### src/logic/tric_defines.vh
// Constants for the tape reader input control block.
// Assumes a 25 MHz pclk; all times are turned into cycle counts here.
`ifndef TRIC_DEFINES_VH
`define TRIC_DEFINES_VH

// Clock rate
`define TRIC_CLK_MHZ 25

// Times as printed, in their own unit
`define TRIC_ACK_PULSE_NS 2000
`define TRIC_CMD_PULSE_NS 2000
`define TRIC_OFFER_DLY_NS 4400
`define TRIC_HOLD_US 2000
`define TRIC_CMD_BLOCK_US 70000
`define TRIC_PRIME_US 500000

// Cycle counts; least times round up
`define TRIC_ACK_CYC ((`TRIC_ACK_PULSE_NS * `TRIC_CLK_MHZ + 999) / 1000)
`define TRIC_CMD_CYC ((`TRIC_CMD_PULSE_NS * `TRIC_CLK_MHZ + 999) / 1000)
`define TRIC_OFFER_CYC ((`TRIC_OFFER_DLY_NS * `TRIC_CLK_MHZ + 999) / 1000)
`define TRIC_HOLD_CYC (`TRIC_HOLD_US * `TRIC_CLK_MHZ)
`define TRIC_CMD_BLOCK_CYC (`TRIC_CMD_BLOCK_US * `TRIC_CLK_MHZ)
`define TRIC_PRIME_CYC (`TRIC_PRIME_US * `TRIC_CLK_MHZ)

// Timer counter width
`define TRIC_TMR_W 24

// Register byte offsets
`define TRIC_CTRL_OFS 12'h000
`define TRIC_STAT_OFS 12'h004
`define TRIC_KEYS_OFS 12'h008

// Control register bits (write one to fire)
`define TRIC_CTRL_ARM_CANCEL 0
`define TRIC_CTRL_READ_CANCEL 1
`define TRIC_CTRL_KEYS_SET 2
`define TRIC_CTRL_KEYS_CLR 3

// Keyboard side flags register bits
`define TRIC_KEYS_WAITING 0
`define TRIC_KEYS_PERMIT 1

// Command word bits
`define TRIC_CMD_W 7
`define TRIC_CMD_DEV_BIT 3
`define TRIC_CMD_READ_BIT 5
`define TRIC_CMD_ARM_BIT 6

// Pin synchroniser vector layout
`define TRIC_SYNC_W 11
`define TRIC_PIN_ACK 0
`define TRIC_PIN_STROBE 1
`define TRIC_PIN_SPROCKET 2
`define TRIC_PIN_HEAD 3
`define TRIC_PIN_CMD_LSB 4

`endif

### src/logic/tric_timer.v
// One-shot cycle timer used for every fixed pulse width of the block.
// Assumes start is a same-clock pulse; a new start restarts the count.
`timescale 1ns/1ps
`default_nettype none
`include "tric_defines.vh"

module tric_timer #(
	parameter LOAD = 50
) (
	input wire pclk,
	input wire presetn,
	input wire start,
	output reg busy,
	output reg done
);
	// First count value, cut to counter width on purpose
	localparam [31:0] LOAD_M1 = LOAD - 1;

	reg [`TRIC_TMR_W-1:0] cnt_reg; // Cycles left

	// Busy lasts exactly LOAD cycles after start; done pulses once at the end
	always @(posedge pclk or negedge presetn) begin
		if (!presetn) begin
			cnt_reg <= {`TRIC_TMR_W{1'b0}};
			busy <= 1'b0;
			done <= 1'b0;
		end else if (start) begin
			cnt_reg <= LOAD_M1[`TRIC_TMR_W-1:0];
			busy <= 1'b1;
			done <= 1'b0;
		end else if (busy && cnt_reg != {`TRIC_TMR_W{1'b0}}) begin
			cnt_reg <= cnt_reg - 1'b1;
			done <= 1'b0;
		end else begin
			// Expiry
			done <= busy;
			busy <= 1'b0;
		end
	end
endmodule

`default_nettype wire

### src/logic/tric_top.v
// Tape reader input control: acknowledge handshake, tape feed restart,
// input register wipe, word offer and read-mode termination.
// Assumes an APB master on pclk; reader and host pins are asynchronous.
//
// Design decisions made here: the placing of the registers and the APB slave port.
`timescale 1ns/1ps
`default_nettype none
`include "tric_defines.vh"

module tric_top #(
	parameter HOLD_CYC = `TRIC_HOLD_CYC,
	parameter CMD_BLOCK_CYC = `TRIC_CMD_BLOCK_CYC,
	parameter PRIME_CYC = `TRIC_PRIME_CYC
) (
	input wire pclk,
	input wire presetn,
	input wire psel,
	input wire penable,
	input wire pwrite,
	input wire [11:0] paddr,
	input wire [31:0] pwdata,
	output reg [31:0] prdata,
	output reg pready,
	output reg pslverr,
	input wire host_took_word,
	input wire command_word_strobe,
	input wire [`TRIC_CMD_W-1:0] command_word,
	output reg word_offer,
	output reg command_word_solicit,
	input wire sprocket,
	input wire head_lifted,
	output reg feed_strip,
	output reg reader_path_gate,
	output reg reader_motor_on,
	output reg wipe_capture_reg,
	output reg read_indicator,
	output reg armed_indicator
);
	localparam [31:0] OFFER_LAST_W = `TRIC_OFFER_CYC - 1; // Offer delay end count
	localparam [6:0] OFFER_LAST = OFFER_LAST_W[6:0]; // Cut to counter width on purpose

	// Termination word: device bit without read or arm bits
	function cmd_is_term;
		input [`TRIC_CMD_W-1:0] w;
		begin
			cmd_is_term = w[`TRIC_CMD_DEV_BIT] && !w[`TRIC_CMD_READ_BIT] &&
				!w[`TRIC_CMD_ARM_BIT];
		end
	endfunction

	// Read start word: device and read bits
	function cmd_is_read;
		input [`TRIC_CMD_W-1:0] w;
		begin
			cmd_is_read = w[`TRIC_CMD_DEV_BIT] && w[`TRIC_CMD_READ_BIT];
		end
	endfunction

	// Pin synchronisers
	wire [`TRIC_SYNC_W-1:0] pins_raw; // All asynchronous inputs
	reg [`TRIC_SYNC_W-1:0] sync1_reg; // First stage, read only by stage two
	reg [`TRIC_SYNC_W-1:0] sync2_reg; // Safe copies
	reg [`TRIC_SYNC_W-1:0] prev_reg; // For edge detection
	assign pins_raw = {command_word, head_lifted, sprocket, command_word_strobe, host_took_word};

	genvar gi;
	generate
		for (gi = 0; gi < `TRIC_SYNC_W; gi = gi + 1) begin : g_sync
			// Two flops per pin before any logic looks at it
			always @(posedge pclk or negedge presetn) begin
				if (!presetn) begin
					sync1_reg[gi] <= 1'b0;
					sync2_reg[gi] <= 1'b0;
					prev_reg[gi] <= 1'b0;
				end else begin
					sync1_reg[gi] <= pins_raw[gi];
					sync2_reg[gi] <= sync1_reg[gi];
					prev_reg[gi] <= sync2_reg[gi];
				end
			end
		end
	endgenerate

	wire ack_rise; // Host took the offered word
	wire strobe_rise; // New command word
	wire sprocket_s; // Sprocket hole under the head
	wire head_s; // Head lifted
	wire [`TRIC_CMD_W-1:0] cmd_s; // Command word after sync
	assign ack_rise = sync2_reg[`TRIC_PIN_ACK] && !prev_reg[`TRIC_PIN_ACK];
	assign strobe_rise = sync2_reg[`TRIC_PIN_STROBE] && !prev_reg[`TRIC_PIN_STROBE];
	assign sprocket_s = sync2_reg[`TRIC_PIN_SPROCKET];
	assign head_s = sync2_reg[`TRIC_PIN_HEAD];
	assign cmd_s = sync2_reg[`TRIC_SYNC_W-1:`TRIC_PIN_CMD_LSB];

	// State
	reg read_mode_reg; // Read mode latch
	reg keys_mode_reg; // Keys mode latch
	reg armed_reg; // Read armed flag
	reg primed_reg; // Reader primed flag
	reg prime_pend_reg; // Waiting for motor run-up
	reg fetch_permit_reg; // Frame fetch permit flag
	reg [`TRIC_CMD_W-1:0] cmd_reg; // Word caught at strobe
	reg init_reg; // First cycle after reset
	reg keys_waiting_reg; // Keys word waiting flag
	reg keys_permit_reg; // Keys offer permit flag
	reg arm_cancel_reg; // One-cycle button pulses
	reg read_cancel_reg;
	reg keys_set_reg;
	reg keys_clr_reg;
	reg [6:0] offer_cnt_reg; // Offer rise delay
	reg offer_ok_reg; // Delayed frame ready

	wire ack_busy; // 2 us acknowledge pulse
	wire hold_busy; // 2 ms stretched pulse
	wire cmd_busy; // 2 us command pulse
	wire block_busy; // 70 ms solicit block
	wire prime_done; // Motor run-up elapsed
	wire read_rise; // Read mode starting

	// Acknowledge pulse and stretch both start on the same edge
	tric_timer #(.LOAD(`TRIC_ACK_CYC)) u_ack (
		.pclk(pclk), .presetn(presetn), .start(ack_rise),
		.busy(ack_busy), .done()
	);
	tric_timer #(.LOAD(HOLD_CYC)) u_hold (
		.pclk(pclk), .presetn(presetn), .start(ack_rise),
		.busy(hold_busy), .done()
	);
	tric_timer #(.LOAD(`TRIC_CMD_CYC)) u_cmd (
		.pclk(pclk), .presetn(presetn), .start(strobe_rise),
		.busy(cmd_busy), .done()
	);
	// Reset acts like master clear and also blocks solicits for 70 ms
	tric_timer #(.LOAD(CMD_BLOCK_CYC)) u_block (
		.pclk(pclk), .presetn(presetn), .start(strobe_rise || init_reg),
		.busy(block_busy), .done()
	);
	tric_timer #(.LOAD(PRIME_CYC)) u_prime (
		.pclk(pclk), .presetn(presetn), .start(read_rise),
		.busy(), .done(prime_done)
	);

	// Mode and flag next values
	reg read_mode_next;
	reg keys_mode_next;
	reg armed_next;
	wire term_cmd; // Host termination
	wire read_cmd; // Host read start
	wire head_hold; // Head lift clear, once block is over
	assign term_cmd = cmd_busy && cmd_is_term(cmd_reg);
	assign read_cmd = cmd_busy && cmd_is_read(cmd_reg);
	assign head_hold = head_s && !block_busy;
	assign read_rise = read_mode_next && !read_mode_reg;

	// Latches: clears first, so a same-cycle set still wins, except head hold or leaving read mode clears armed last
	always @* begin
		read_mode_next = read_mode_reg;
		keys_mode_next = keys_mode_reg;
		if (term_cmd || read_cancel_reg) begin
			read_mode_next = 1'b0;
			keys_mode_next = 1'b0;
		end
		if (keys_clr_reg)
			keys_mode_next = 1'b0;
		if (read_cmd) begin
			read_mode_next = 1'b1;
			keys_mode_next = 1'b0;
		end else if (keys_set_reg && !read_mode_next) begin
			keys_mode_next = 1'b1;
		end
		armed_next = armed_reg;
		if (arm_cancel_reg)
			armed_next = 1'b0;
		if (read_cmd && cmd_reg[`TRIC_CMD_ARM_BIT])
			armed_next = 1'b1;
		// Head hold and leaving read mode override everything
		if (!read_mode_next || head_hold)
			armed_next = 1'b0;
	end

	// Frame ready: primed and not feeding
	wire frame_ready;
	reg feed_next;
	reg gate_next;
	reg offer_next;
	reg wipe_next;
	// Head up also kills the frame, so no offer is made while the head is lifted
	assign frame_ready = primed_reg && !feed_strip && !head_s;

	// Reader and host side outputs
	always @* begin
		// Feed while permit clear, or until sprocket once set
		feed_next = read_mode_reg && primed_reg && !head_s &&
			!(fetch_permit_reg && sprocket_s);
		gate_next = read_mode_reg && !head_s && sprocket_s &&
			fetch_permit_reg;
		offer_next = offer_ok_reg && read_mode_reg && armed_reg &&
			!(feed_strip && !keys_permit_reg);
		wipe_next = !frame_ready && !ack_busy && !ack_rise &&
			!keys_waiting_reg;
	end

	// Core state registers
	always @(posedge pclk or negedge presetn) begin
		if (!presetn) begin
			read_mode_reg <= 1'b0;
			keys_mode_reg <= 1'b0;
			armed_reg <= 1'b0;
			primed_reg <= 1'b0;
			prime_pend_reg <= 1'b0;
			fetch_permit_reg <= 1'b1; // Master clear sets it
			cmd_reg <= {`TRIC_CMD_W{1'b0}};
			init_reg <= 1'b1;
		end else begin
			init_reg <= 1'b0;
			read_mode_reg <= read_mode_next;
			keys_mode_reg <= keys_mode_next;
			armed_reg <= armed_next;
			if (strobe_rise)
				cmd_reg <= cmd_s;
			// Primed after motor run-up, lost when read ends
			if (!read_mode_next) begin
				primed_reg <= 1'b0;
				prime_pend_reg <= 1'b0;
			end else if (read_rise) begin
				prime_pend_reg <= 1'b1;
			end else if (prime_pend_reg && prime_done) begin
				primed_reg <= 1'b1;
				prime_pend_reg <= 1'b0;
			end
			// Permit cleared on ack edge and held for 2 ms
			if (ack_rise || hold_busy)
				fetch_permit_reg <= 1'b0;
			else if (!sprocket_s && primed_reg)
				fetch_permit_reg <= 1'b1;
		end
	end

	// Offer delay: counts up while ready, drops at once when not
	always @(posedge pclk or negedge presetn) begin
		if (!presetn) begin
			offer_cnt_reg <= 7'h00;
			offer_ok_reg <= 1'b0;
		end else if (!frame_ready) begin
			offer_cnt_reg <= 7'h00;
			offer_ok_reg <= 1'b0;
		end else if (offer_cnt_reg == OFFER_LAST) begin
			offer_ok_reg <= 1'b1;
		end else begin
			offer_cnt_reg <= offer_cnt_reg + 7'h01;
		end
	end

	// Output flops; every pin output is registered
	always @(posedge pclk or negedge presetn) begin
		if (!presetn) begin
			feed_strip <= 1'b0;
			reader_path_gate <= 1'b0;
			reader_motor_on <= 1'b0;
			wipe_capture_reg <= 1'b0;
			word_offer <= 1'b0;
			command_word_solicit <= 1'b0;
			read_indicator <= 1'b0;
			armed_indicator <= 1'b0;
		end else begin
			feed_strip <= feed_next;
			reader_path_gate <= gate_next;
			reader_motor_on <= read_mode_reg;
			wipe_capture_reg <= wipe_next;
			word_offer <= offer_next;
			command_word_solicit <= !block_busy && !strobe_rise && !init_reg;
			read_indicator <= read_mode_reg;
			armed_indicator <= armed_reg;
		end
	end

	// APB decode
	wire apb_setup; // First cycle of a transfer
	wire apb_write; // Write takes effect here
	wire hit_ctrl;
	wire hit_stat;
	wire hit_keys;
	assign apb_setup = psel && !penable;
	assign apb_write = psel && penable && pwrite;
	assign hit_ctrl = (paddr == `TRIC_CTRL_OFS);
	assign hit_stat = (paddr == `TRIC_STAT_OFS);
	assign hit_keys = (paddr == `TRIC_KEYS_OFS);

	// Register writes; button bits are one-cycle pulses
	always @(posedge pclk or negedge presetn) begin
		if (!presetn) begin
			keys_waiting_reg <= 1'b0;
			keys_permit_reg <= 1'b0;
			arm_cancel_reg <= 1'b0;
			read_cancel_reg <= 1'b0;
			keys_set_reg <= 1'b0;
			keys_clr_reg <= 1'b0;
		end else begin
			arm_cancel_reg <= apb_write && hit_ctrl && pwdata[`TRIC_CTRL_ARM_CANCEL];
			read_cancel_reg <= apb_write && hit_ctrl && pwdata[`TRIC_CTRL_READ_CANCEL];
			keys_set_reg <= apb_write && hit_ctrl && pwdata[`TRIC_CTRL_KEYS_SET];
			keys_clr_reg <= apb_write && hit_ctrl && pwdata[`TRIC_CTRL_KEYS_CLR];
			if (apb_write && hit_keys) begin
				keys_waiting_reg <= pwdata[`TRIC_KEYS_WAITING];
				keys_permit_reg <= pwdata[`TRIC_KEYS_PERMIT];
			end
		end
	end

	// Read data and error prepared in setup, valid through access
	always @(posedge pclk or negedge presetn) begin
		if (!presetn) begin
			prdata <= 32'h0000_0000;
			pready <= 1'b0;
			pslverr <= 1'b0;
		end else begin
			pready <= 1'b1; // Zero wait states
			if (apb_setup) begin
				pslverr <= !(hit_ctrl || hit_stat || hit_keys);
				if (hit_stat)
					prdata <= {23'h000000, head_s, block_busy, word_offer, feed_strip,
						fetch_permit_reg, primed_reg, armed_reg, keys_mode_reg,
						read_mode_reg};
				else if (hit_keys)
					prdata <= {30'h00000000, keys_permit_reg, keys_waiting_reg};
				else
					prdata <= 32'h0000_0000;
			end
		end
	end
endmodule

`default_nettype wire

### config.mk
export PLATFORM = sky130hd
export DESIGN_NAME = tric_top
export DESIGN_NICKNAME = d
export VERILOG_FILES = /design/src/logic/tric_timer.v /design/src/logic/tric_top.v
export VERILOG_INCLUDE_DIRS = /design/src /design/src/logic
export SDC_FILE = /design/constraint.sdc
export NUM_CORES = 1
export LEC_CHECK = 0
export BUFFER_PORTS_ARGS = -buffer_cell sky130_fd_sc_hd__buf_2
export CORE_UTILIZATION = 50
export DETAILED_ROUTE_END_ITERATION = 6
export PLACE_DENSITY = 0.8
export SLEW_MARGIN = 15
export SYNTH_ARGS = -nofsm -noshare
export SYNTH_HDL_FRONTEND = slang
export SYNTH_SLANG_ARGS = --single-unit
### constraint.sdc
create_clock -name pclk -period 3.45 [get_ports pclk]
set_input_delay 0.345 -clock pclk [delete_from_list [all_inputs] [get_ports pclk]]
set_output_delay 0.345 -clock pclk [all_outputs]
set_load 0.01 [all_outputs]
==> flow_summary.ini <==
[status]
status = finished with violations
violations = negative hold slack

[critical_path]
crit_chain = or4_1 > or3_1 > a2111oi_4 > nor2b_1 > mux2i_1
r2r_cells = 5
crit_fanout = 5
r2r_setup_slack_ns = 0.97
critical_path_required_ns = 3.80
slowest_stage = or4_1
path_buf_inv = 0
rr_startpoint = u_block.cnt_reg[6]
cp.depth = 5
r2r_end = u_block.cnt_reg[18]
crit_type = reg -> reg
critPathArrivalTime_ns = 2.83
cp-end-kind = flop
slowest_delay_ns = 0.59
path_delay_family = simple AND/OR/NAND/NOR gates
setup.worst_path.start_class = flop

[floorplanning]
core_um2 = 17400
dieArea_um2 = 18500
io_pins = 102
initial_core_util_pct = 51.5
die_h_um = 136
fp-row-count = 48
die_w_um = 136

[cts]
postCtsSetupBuffers = 0
cts_tree = done
clk_pin_slew_ns = 0.07
clock_sinks = 184
cts_hold_buf = 1
cts_root_buffer = clkbuf_16
clock_path_buffers = 2
htreeDepth = 4
clock_latency_ns = 0.43
cts_resized = 0
cts_buffers = 17

[yosys]
yosys_warnings = 0
yosysUniqueCellTypes = 65
avgSynthCellArea_um2 = 10.0
async_reset_ff_share_pct = 100
seq_area_frac_synth_pct = 51.4
synth_edf_count = 0
dominantRegCellSynth = dfrtp_1
synthesis.instances = 893
synth_area_um2 = 8970
synth_seq_cells = 184

[placed_design]
placed_cell_area_um2 = 9370
dp_hpwl_um = 12300
gp_congestion = 0.821
dp.cells = 1145
dp_slack_ns = 0.982
port_buffers = 46

[route]
ant_nets = 0
vias_per_cell = 5.84
dr.pass1.iters = 4
drc_errors = 0
detail_route.wl_per_cell_um = 15.7
drtIter0Drc = 414
num_vias = 6879
wl_um = 18500

[layout]
drive_gt1_share_pct = 12.2
syn2layout_area_growth_pct = 11.6
instances_no_fill = 1177
final_nets = 1012
final_area_um2 = 10000
antenna_cells = 0

[power_and_ir_drop]
peakVddDrop_uv = 394
leakagePower_nw = 4.18
power_density_nw_per_um2 = 572

[worst_hold_path]
hp-class = in -> async

[sta]
finalClockSkew_ns = 0.00863
worst_pin_slew_ns = 0.965
hold_violations = 6
rsz0062_at_grt = false
period_needed_ns = 2.48
fmaxAchievable_mhz = 403
slew_viol_final = 0
hold-worst-slack_ns = -0.0228
post-route-period-util_pct = 71.9
setup_ws_ns = 0.969
slew_headroom_pct = 35.4
setup_tns_ns = 0
setup_viol_count_final = 0

[global_route]
grt_pass1_wl_um = 31800
grt_start_max_net_pins = 102
antenna_found_initial = 0
grt_pass1_vias = 6679
overflow = 0
grt_use_total_pct = 21.7

[job]
cap_violations = 0
[worst max path at each step]
stage	slack [ns]	from	endpoint
after floorplan	1.16	u_prime.cnt_reg[9]	u_prime.cnt_reg[14]
after detailed placement	0.98	u_block.cnt_reg[0]	u_block.cnt_reg[22]
after global routing	0.82	u_cmd.busy	u_cmd.cnt_reg[13]
after CTS	0.97	u_block.cnt_reg[0]	u_block.cnt_reg[22]
after global placement	1.02	u_block.cnt_reg[6]	u_block.cnt_reg[18]
final	0.97	u_block.cnt_reg[6]	u_block.cnt_reg[18]
[kinds of logic after synthesis]
logic type	Yosys count	share of synthesized area, %
AOI/OAI and AO/OA	160	12.0
xor gates and xnor gates	63	6.15
adders and majority gates	12	1.67
buffers and inverters	73	4.07
DFF	184	51.4
muxes	4	0.460
other	2	0.0837
and+or+nand+nor	395	24.2
[cells in the mapped netlist, drive strengths merged (8+ instances only)]
master / n / share of area (%)
dfrtp: 182 / 51
nor2: 79 / 3.3
nand2: 76 / 3.2
a21oi: 39 / 2.2
o21ai: 38 / 2.1
xor2: 37 / 3.6
or3: 32 / 2.2
nor3: 30 / 1.7
clkbuf: 28 / 1.2
or4: 28 / 2.5
nand3: 27 / 1.5
nor4: 26 / 2.0
xnor2: 26 / 2.5
buf: 25 / 2.1
nand4: 22 / 1.5
o31ai: 22 / 2.0
inv: 20 / 0.84
nor2b: 13 / 0.91
ha: 12 / 1.7
nand2b: 11 / 0.77
o211ai: 11 / 0.92
a31oi: 9 / 0.63
a211oi: 8 / 0.67
[layout make-up]
| type | count | area (um2) |
|---|---|---|
| clock buffers | 18 | 429 |
| clock inverters | 13 | 198 |
| fillers | 1458 | 7410 |
| inverters | 20 | 75.1 |
| multi-input cells | 659 | 4090 |
| flip-flops and latches | 184 | 4610 |
| well taps | 225 | 282 |
| repair buffers | 58 | 332 |
[through the flow]
stage          power, mW  utilization, %  hold slack [ns]
3_5_place_dp        3.66            53.8            0.341
3_3_place_gp        3.60            53.8            0.334
5_1_grt             6.01            57.5          0.00179
6_report            5.73            57.5          -0.0228
2_1_floorplan       3.38               -           0.0494
4_1_cts             5.76            57.5          0.00197
[power by group]
part           total [mW]  switching, mW  leakage [nW]  internal (mW)
Clock                2.08          0.859         0.300           1.22
Sequential           2.63          0.241          2.26           2.39
Combinational        1.02          0.629          1.61          0.386
Total                5.73           1.73          4.18           4.00
[metal layers]
layer | wire length [um] | global-route usage (%)
met1 | 8370 | 28.1
met2 | 9190 | 35.9
met3 | 717 | 4.59
met4 | 265 | 7.59
met5 | 0 | 0
[placed cells by master, fill, tap and decap left out, types with 5 or more instances in the layout]
master,n
a211oi_1,8
a21oi_1,39
a22o_1,7
a31oi_1,9
and2_1,7
and3_1,6
and4_1,7
buf_2,45
buf_4,11
clkbuf_16,17
conb_1,25
dfrtp_1,182
ha_1,12
inv_1,20
nand2_1,76
nand2b_1,11
nand3_1,27
nand4_1,22
nor2_1,79
nor2b_1,12
nor3_1,29
nor4_1,23
nor4b_1,5
o211ai_1,11
o21ai_0,29
o21ai_1,9
o31ai_1,20
or2_2,5
or3_1,32
or4_1,24
xnor2_1,26
xor2_1,37
(Power assumes the default switching activity.)
